<file path="config.mk">
export PLATFORM = sky130hd
export DESIGN_NAME = mhc_cfg
export DESIGN_NICKNAME = d
export VERILOG_FILES = /design/src/hw/mhc_pkg.sv /design/src/hw/mhc_cfg.sv /design/src/hw/mhc_hs_flag.sv
export SDC_FILE = /design/constraint.sdc
export NUM_CORES = 1
export LEC_CHECK = 0
export ABC_AREA = 1
export BUFFER_PORTS_ARGS = -buffer_cell sky130_fd_sc_hd__buf_2
export CORE_ASPECT_RATIO = 2
export CORE_MARGIN = 2
export CORE_UTILIZATION = 50
export DETAILED_ROUTE_END_ITERATION = 16
export PLACE_DENSITY = 0.74
export SLEW_MARGIN = 20
export SYNTH_ARGS = -nofsm -noshare
export SYNTH_HDL_FRONTEND = slang
export SYNTH_HIERARCHICAL = 1
export SYNTH_SLANG_ARGS = --single-unit
</file>
<file path="constraint.sdc">
create_clock -name clock -period 2.42 [get_ports clock]
set_input_delay 0.484 -clock clock [delete_from_list [all_inputs] [get_ports clock]]
set_output_delay 0.484 -clock clock [all_outputs]
set_load 0.01 [all_outputs]
</file>
<file path="src/hw/mhc_pkg.sv">
package mhc_pkg;
  localparam int unsigned CFG_W      = 24;
  localparam int unsigned NUM_HS     = 8;
  localparam int unsigned NUM_MBX    = 16;
  localparam int unsigned SEL_W      = 4;
  localparam int unsigned PA_PINS    = 5;
  localparam int unsigned PB_PINS    = 16;
  // Word indices of the program-once array
  localparam logic [2:0]  WI_ASSIGN_LO = 3'h0;
  localparam logic [2:0]  WI_ASSIGN_HI = 3'h1;
  localparam logic [2:0]  WI_HS_EN     = 3'h2;
  localparam logic [2:0]  WI_PORT_A    = 3'h3;
  localparam logic [2:0]  WI_PORT_B    = 3'h4;
  localparam logic [2:0]  WI_DIR       = 3'h5;
  localparam int unsigned NUM_WORDS    = 6;
  // APB byte offsets
  localparam logic [7:0]  OFS_ASSIGN_LO = 8'h00;
  localparam logic [7:0]  OFS_ASSIGN_HI = 8'h04;
  localparam logic [7:0]  OFS_HS_EN     = 8'h08;
  localparam logic [7:0]  OFS_PORT_A    = 8'h0C;
  localparam logic [7:0]  OFS_PORT_B    = 8'h10;
  localparam logic [7:0]  OFS_DIR       = 8'h14;
  localparam logic [7:0]  OFS_PROG_KEY  = 8'h18;
  localparam logic [7:0]  OFS_STATUS    = 8'h1C;
  localparam logic [31:0] PROG_KEY_VAL  = 32'h00005A5A;
  // Implemented-bit masks; the rest read as one
  localparam logic [23:0] MASK_16       = 24'h00FFFF;
  localparam logic [23:0] MASK_EN       = 24'h0000FF;
  localparam logic [23:0] MASK_PA       = 24'h00001F;
  localparam logic [23:0] CFG_ERASED    = 24'hFFFFFF;
  localparam int unsigned LOAD_CYCLES   = NUM_WORDS;
endpackage : mhc_pkg

</file>
<file path="src/hw/mhc_cfg.sv">
`timescale 1ns/1ns
module mhc_cfg
  import mhc_pkg::*;
(
  input  wire logic                clock,
  input  wire logic                rst_n,
  input  wire logic                ce,
  input  wire logic                psel,
  input  wire logic                penable,
  input  wire logic                pwrite,
  input  wire logic [7:0]          paddr,
  input  wire logic [31:0]         pwdata,
  output logic      [31:0]         prdata,
  output logic                     pready,
  output logic                     pslverr,
  input  wire logic                master_wr,
  input  wire logic                master_rd,
  input  wire logic                slave_wr,
  input  wire logic                slave_rd,
  input  wire logic [3:0]          mbx_index,
  output logic [NUM_HS*SEL_W-1:0]  hs_select,
  output logic [NUM_HS-1:0]        hs_active,
  output logic [NUM_HS-1:0]        hs_ready,
  output logic [NUM_MBX-1:0]       mailbox_direction_fuse,
  output logic [PA_PINS-1:0]       port_a_pin_owner,
  output logic [PB_PINS-1:0]       port_b_pin_owner
);
  // Non-volatile array survives reset; only programming changes it
  logic [CFG_W-1:0] nvm_r [NUM_WORDS] = '{default: CFG_ERASED};
  logic [CFG_W-1:0] nvm_nxt [NUM_WORDS];
  logic [NUM_WORDS-1:0] used_r, used_nxt;
  logic             key_r, key_nxt;
  logic [31:0]      prdata_nxt;
  logic             pready_nxt, pslverr_nxt;
  logic [NUM_HS*SEL_W-1:0] sel_nxt;
  logic [NUM_HS-1:0] act_nxt;
  logic [NUM_MBX-1:0] dir_nxt;
  logic [PA_PINS-1:0] pa_nxt;
  logic [PB_PINS-1:0] pb_nxt;
  logic             acc;
  logic [2:0]       widx;
  logic             wvalid;
  logic [23:0]      wmask;

  assign acc = psel && penable && pready;

  always_comb begin
    widx   = WI_ASSIGN_LO;
    wvalid = 1'b1;
    wmask  = MASK_16;
    if (paddr == OFS_ASSIGN_LO) begin
      widx = WI_ASSIGN_LO;
    end else if (paddr == OFS_ASSIGN_HI) begin
      widx = WI_ASSIGN_HI;
    end else if (paddr == OFS_HS_EN) begin
      widx  = WI_HS_EN;
      wmask = MASK_EN;
    end else if (paddr == OFS_PORT_A) begin
      widx  = WI_PORT_A;
      wmask = MASK_PA;
    end else if (paddr == OFS_PORT_B) begin
      widx = WI_PORT_B;
    end else if (paddr == OFS_DIR) begin
      widx = WI_DIR;
    end else begin
      wvalid = 1'b0;
    end
  end

  // Programming: once per word between resets, only after the key; bits can only clear
  always_comb begin
    for (int i = 0; i < NUM_WORDS; i++) nvm_nxt[i] = nvm_r[i];
    used_nxt    = used_r;
    key_nxt     = key_r;
    prdata_nxt  = 32'h00000000;
    pslverr_nxt = 1'b0;
    pready_nxt  = 1'b0;
    // Answer one cycle into the access phase; refusal is decided then
    if (psel && penable && !pready) begin
      pready_nxt = 1'b1;
      if (pwrite) begin
        if (paddr != OFS_PROG_KEY
            && !(wvalid && key_r && !used_r[widx])) begin
          pslverr_nxt = 1'b1;
        end
      end else if (wvalid) begin
        prdata_nxt = {8'h00, nvm_r[widx] | ~wmask};
      end else if (paddr == OFS_STATUS) begin
        prdata_nxt = {23'h000000, key_r, 2'h0, used_r};
      end else begin
        pslverr_nxt = 1'b1;
      end
    end
    // A write lands only at the edge that completes the transfer
    if (acc && pwrite && !pslverr) begin
      if (paddr == OFS_PROG_KEY) begin
        key_nxt = (pwdata == PROG_KEY_VAL);
      end else begin
        nvm_nxt[widx] = nvm_r[widx] & (pwdata[23:0] | ~wmask);
        used_nxt[widx] = 1'b1;
        key_nxt = 1'b0;
      end
    end
  end

  // Decoded outputs track the array; an erased array gives all ones, except hs_active, which is inverted to all zeros
  always_comb begin
    sel_nxt = {nvm_r[WI_ASSIGN_HI][15:0], nvm_r[WI_ASSIGN_LO][15:0]};
    act_nxt = ~nvm_r[WI_HS_EN][NUM_HS-1:0];
    dir_nxt = nvm_r[WI_DIR][NUM_MBX-1:0];
    pa_nxt  = nvm_r[WI_PORT_A][PA_PINS-1:0];
    pb_nxt  = nvm_r[WI_PORT_B][PB_PINS-1:0];
  end

  always_ff @(posedge clock) begin
    if (ce) begin
      for (int i = 0; i < NUM_WORDS; i++) nvm_r[i] <= nvm_nxt[i];
    end
  end

  always_ff @(posedge clock) begin
    if (!rst_n) begin
      used_r                 <= '0;
      key_r                  <= 1'b0;
      prdata                 <= 32'h00000000;
      pready                 <= 1'b0;
      pslverr                <= 1'b0;
      hs_select              <= '1;
      hs_active              <= '0;
      mailbox_direction_fuse <= '1;
      port_a_pin_owner       <= '1;
      port_b_pin_owner       <= '1;
    end else if (ce) begin
      used_r                 <= used_nxt;
      key_r                  <= key_nxt;
      prdata                 <= prdata_nxt;
      pready                 <= pready_nxt;
      pslverr                <= pslverr_nxt;
      hs_select              <= sel_nxt;
      hs_active              <= act_nxt;
      mailbox_direction_fuse <= dir_nxt;
      port_a_pin_owner       <= pa_nxt;
      port_b_pin_owner       <= pb_nxt;
    end
  end

  // Handshake flag per block; direction picks which core sends
  for (genvar g = 0; g < NUM_HS; g++) begin : g_hs
    logic hit, dir, snd, rcv;
    assign hit = (mbx_index == hs_select[g*SEL_W +: SEL_W]);
    assign dir = mailbox_direction_fuse[mbx_index];
    assign snd = hit && (dir ? slave_wr : master_wr);
    assign rcv = hit && (dir ? master_rd : slave_rd);
    mhc_hs_flag u_flag (
      .clock   (clock),
      .rst_n   (rst_n),
      .ce      (ce),
      .active  (hs_active[g]),
      .snd_wr  (snd),
      .rcv_rd  (rcv),
      .ready_r (hs_ready[g])
    );
  end
endmodule : mhc_cfg

</file>
<file path="src/hw/mhc_hs_flag.sv">
`timescale 1ns/1ns
module mhc_hs_flag
  import mhc_pkg::*;
(
  input  wire logic clock,
  input  wire logic rst_n,
  input  wire logic ce,
  input  wire logic active,
  input  wire logic snd_wr,
  input  wire logic rcv_rd,
  output logic      ready_r
);
  logic ready_nxt;

  always_comb begin
    ready_nxt = ready_r;
    if (!active) begin
      ready_nxt = 1'b0;
    end else if (snd_wr) begin
      ready_nxt = 1'b1;
    end else if (rcv_rd) begin
      ready_nxt = 1'b0;
    end
  end

  always_ff @(posedge clock) begin
    if (!rst_n) begin
      ready_r <= 1'b0;
    end else if (ce) begin
      ready_r <= ready_nxt;
    end
  end
endmodule : mhc_hs_flag

</file>
==> results.txt <==
The count of standard-cell rows came out at 69. For the worst setup path, the data arrival time is 2280 ps. Of the cells placed in the final design, the portion with a size suffix greater than 1 is 0.213. The critical path is of the input pin to register type. The hold violation count in the final report was 0. The post-layout net count came out at 1,280. At the worst endpoint, the required time is 2630 ps.

The area growth from synthesis to final layout is 19.9%. The number of I/O pins is 173. The post-cts hold buffer count is 0.

Of the post-synthesis cell area, the dominant cell type holds 0.316. The maximum clock skew at final layout came out at 11.8 ps. The library cell contributing the largest single delay on the critical path is sky130_fd_sc_hd__a22oi_1. The maximum frequency from static timing analysis is 0.483 GHz. After synthesis, the share of flip-flops with an asynchronous set or reset is 0. The worst register-to-register path ends at g_hs[4].u_flag/ready_r$_SDFFE_PN0P_. The number of DRC violations after detailed routing is 0. The final critical-path required period is 2070 ps.

The repair_antennas step left the layout with diodes totalling 0. The most used flip-flop cell after synthesis is sky130_fd_sc_hd__dfxtp_1. The highest fanout seen on the critical path is 42. The die covers 0.0194 mm^2. The combined buffer and inverter count along the critical path came out at 3. For this block, the routed nets add up to 25,700 um of wire. The number of cells traversed by the worst register-to-register path came out at 10. TritonCTS built the clock tree.

The aggregate global-route resource usage came out at 0.262. The number of nets with antenna violations after routing came out at 0. The clock latency on the worst-skew pair came out at 480 ps. The die span in x came out at 99.5 um. In the post-synthesis netlist, the cell with the most instances is sky130_fd_sc_hd__nand2_1. The via count of the first global-routing pass is 7,635. The endpoint with the worst hold slack is key_r$_SDFFE_PN0P_. By area the synthesized netlist is led by sky130_fd_sc_hd__edfxtp_1, sky130_fd_sc_hd__dfxtp_1, sky130_fd_sc_hd__nand2_1.

The initial antenna violation count is 0. The signal on the critical path passes through buf_2, inv_1, nand2_2, nor2_2, nand2_1, nand3_4, buf_12, nand2_1, o21ai_0, nand2_1, a22oi_1. Across all hold checks on the routed design, the worst slack comes to 361 ps. The areal power density over the cells came out at 671 mW/mm^2. The post-detailed-placement cell area came out at 0.0103 mm^2. The run finished with clean final reports. The length of the first detailed-routing pass in iterations is 8. The worst setup path is launched from an input pin. Entering global routing, the biggest net connects 46 pins. Of the total synthesized cell area, the portion taken by AND, OR, NAND and NOR gates is 0.259.

The cell depth of the worst hold path is 4. The worst-case setup slack after placement is -119 ps. The cell that appears most often on the critical path is sky130_fd_sc_hd__nand2_1. The fraction of the yosys area taken by sequential cells is 0.559.

Headroom to the max-slew limit came out at 0.536. Each instance of the synthesized netlist takes up on average 8.66 um^2. The static leakage power is 4.75 nW. At the end of routability-driven placement, the weighted congestion stood at 0.966.

Setup repair after global routing left no endpoint under its margin. The clock transition at the register clock pins on the worst setup and hold paths after CTS came out at 60 ps. At the end of the flow the core is filled with cells to 0.612. The final period utilization came out at 0.855. In this run, the number of DRC markers left after iteration 0 of detailed routing was 567. The slew of the pin with the lowest slew margin is 692 ps. The post-DP HPWL came out at 19,100 um. The cell taking the most area after synthesis is sky130_fd_sc_hd__edfxtp_1. CTS built an H-tree with a depth of 1. The warning count from the yosys run came out at 6.

The post-synthesis xor/xnor area fraction came out at 0.0307. The area of the core region is 0.0179 mm^2. The adder-cell share of the synthesized area came out at 0. After synthesis, the largest family of logic cells by area is simple AND/OR/NAND/NOR gates. The critical path's largest stage delay is 420 ps. The path class of the lowest-slack min-delay path is input pin to register.

The count of clock tree sinks came out at 207. The clock passes through at most 3 buffers. Counting the buffers created by CTS gives 19. Input and output buffers added on the ports amount to 164. The slack of the worst reg-to-reg path is 370 ps. The synthesized design contains 96 enable-type register cells. The total congestion overflow after global routing came out at 0. The final instance area is 0.0109 mm^2.

The effective utilization at floorplan is 0.511. Using the TritonRoute via totals, the vias-per-cell ratio works out to 5.47. Setup violations remaining at the end of the flow were counted as 0. The worst setup margin came out at 352 ps. The routed via count came out at 7,941. Post-CTS repair changed the size of 0 cells. The synthesized area came out at 0.00913 mm^2.

The number of violations of the max-capacitance limit is 0. On the critical path the largest part of the delay comes from simple AND/OR/NAND/NOR gates. The count of different cell masters after synthesis came out at 32. IR analysis of the VDD net gives a maximum drop of 0.458 mV. After synthesis the netlist holds a flip-flop and latch count of 207. The critical register-to-register path startpoint is mailbox_direction_fuse[14]$_SDFFE_PN1P_. Of the post-synthesis cell area, the part taken by muxes is 0. The worst setup path is captured at a register. The buffer cell driving the clock tree root is sky130_fd_sc_hd__clkbuf_16. The post-synthesis cell count came out at 1,054.

The fraction of the mapped netlist area in compound gates was 0.0760. The count of pins over their slew limit came out at 0. By count the netlist is led by sky130_fd_sc_hd__nand2_1, sky130_fd_sc_hd__nand3_1, sky130_fd_sc_hd__dfxtp_1. In this run the post-CTS setup repair buffer count came out at 0. In this run the vertical extent of the chip is 195 um. In this run the most critical hold path is launched from pwdata[5].

The wire length of the first global-routing pass came out at 40,100 um. The wire length per cell is 17.7 um.
-- tightest hold or removal path, stage by stage --
cell and delay, ps:
sky130_fd_sc_hd__buf_2 110, sky130_fd_sc_hd__nor4_1 60, sky130_fd_sc_hd__nand4_1 80, sky130_fd_sc_hd__a21oi_1 60
-- worst max path at each step --
stage,start,end,depth (start not counted)
detailed placement,paddr[6],nvm_r[5][9]$_DFFE_PP_,11
global route,mailbox_direction_fuse[1]$_SDFFE_PN1P_,g_hs[0].u_flag/ready_r$_SDFFE_PN0P_,12
floorplan,paddr[6],nvm_r[0][0]$_DFFE_PP_,10
global placement,paddr[6],nvm_r[5][9]$_DFFE_PP_,11
CTS,mailbox_direction_fuse[14]$_SDFFE_PN1P_,g_hs[4].u_flag/ready_r$_SDFFE_PN0P_,10
finish,paddr[6],nvm_r[3][9]$_DFFE_PP_,11
-- stage by stage --
step                      power [W]  cells  setup TNS (ps)
after floorplan             0.00422   1061           -2210
after global placement      0.00446   1418            -395
after detailed placement    0.00447   1418           -1200
after CTS                   0.00737   1451               0
after global routing        0.00758   1451               0
final                       0.00734   1451               0
-- layer usage --
| layer | share of wire | routed length [um] | global-route usage |
|---|---|---|---|
| met5 | 0 | 0 | 0 |
| met3 | 0.062 | 1600 | 0.0279 |
| met4 | 0.063 | 1630 | 0.156 |
| met1 | 0.38 | 9770 | 0.312 |
| met2 | 0.49 | 12700 | 0.449 |
-- layout by cell type (no fill, tap or decap), drive strengths merged, types with 32 or more instances in the layout --
cell type / count
buf: 214
xnor2: 32
o21ai: 41
nand2: 312
a21oi: 53
nor2: 63
dfxtp: 111
nand3: 122
inv: 81
edfxtp: 96
-- cells by family after synthesis --
logic type | count (synthesis)
buffers and inverters | 150
AOI/OAI and AO/OA | 124
and+or+nand+nor | 540
DFF | 207
other | 1
xor gates and xnor gates | 32
-- power by group --
part	internal, W	switching, W	total [W]
Sequential	0.00373	0.0000694	0.00380
Combinational	0.000230	0.000372	0.000603
Clock	0.00169	0.00125	0.00294
-- registers in the layout, indices dropped and copies added, names as in the netlist --
register,count
pslverr,1
mailbox_direction_fuse,16
nvm_r,96
g_hs.u_flag/ready_r,8
key_r,1
pready,1
prdata,17
hs_select,32
port_b_pin_owner,16
port_a_pin_owner,5
used_r,6
hs_active,8
-- cell type report --
cell class,count,area (um^2)
clock buffer,28,549
clock inverter,5,56.3
fill,1551,6930
inverter,80,303
multi-input combinational,704,3370
sequential,207,5100
tap,213,267
timing repair buffer,214,1280
No activity file was read; power rests on OpenSTA's default activity.
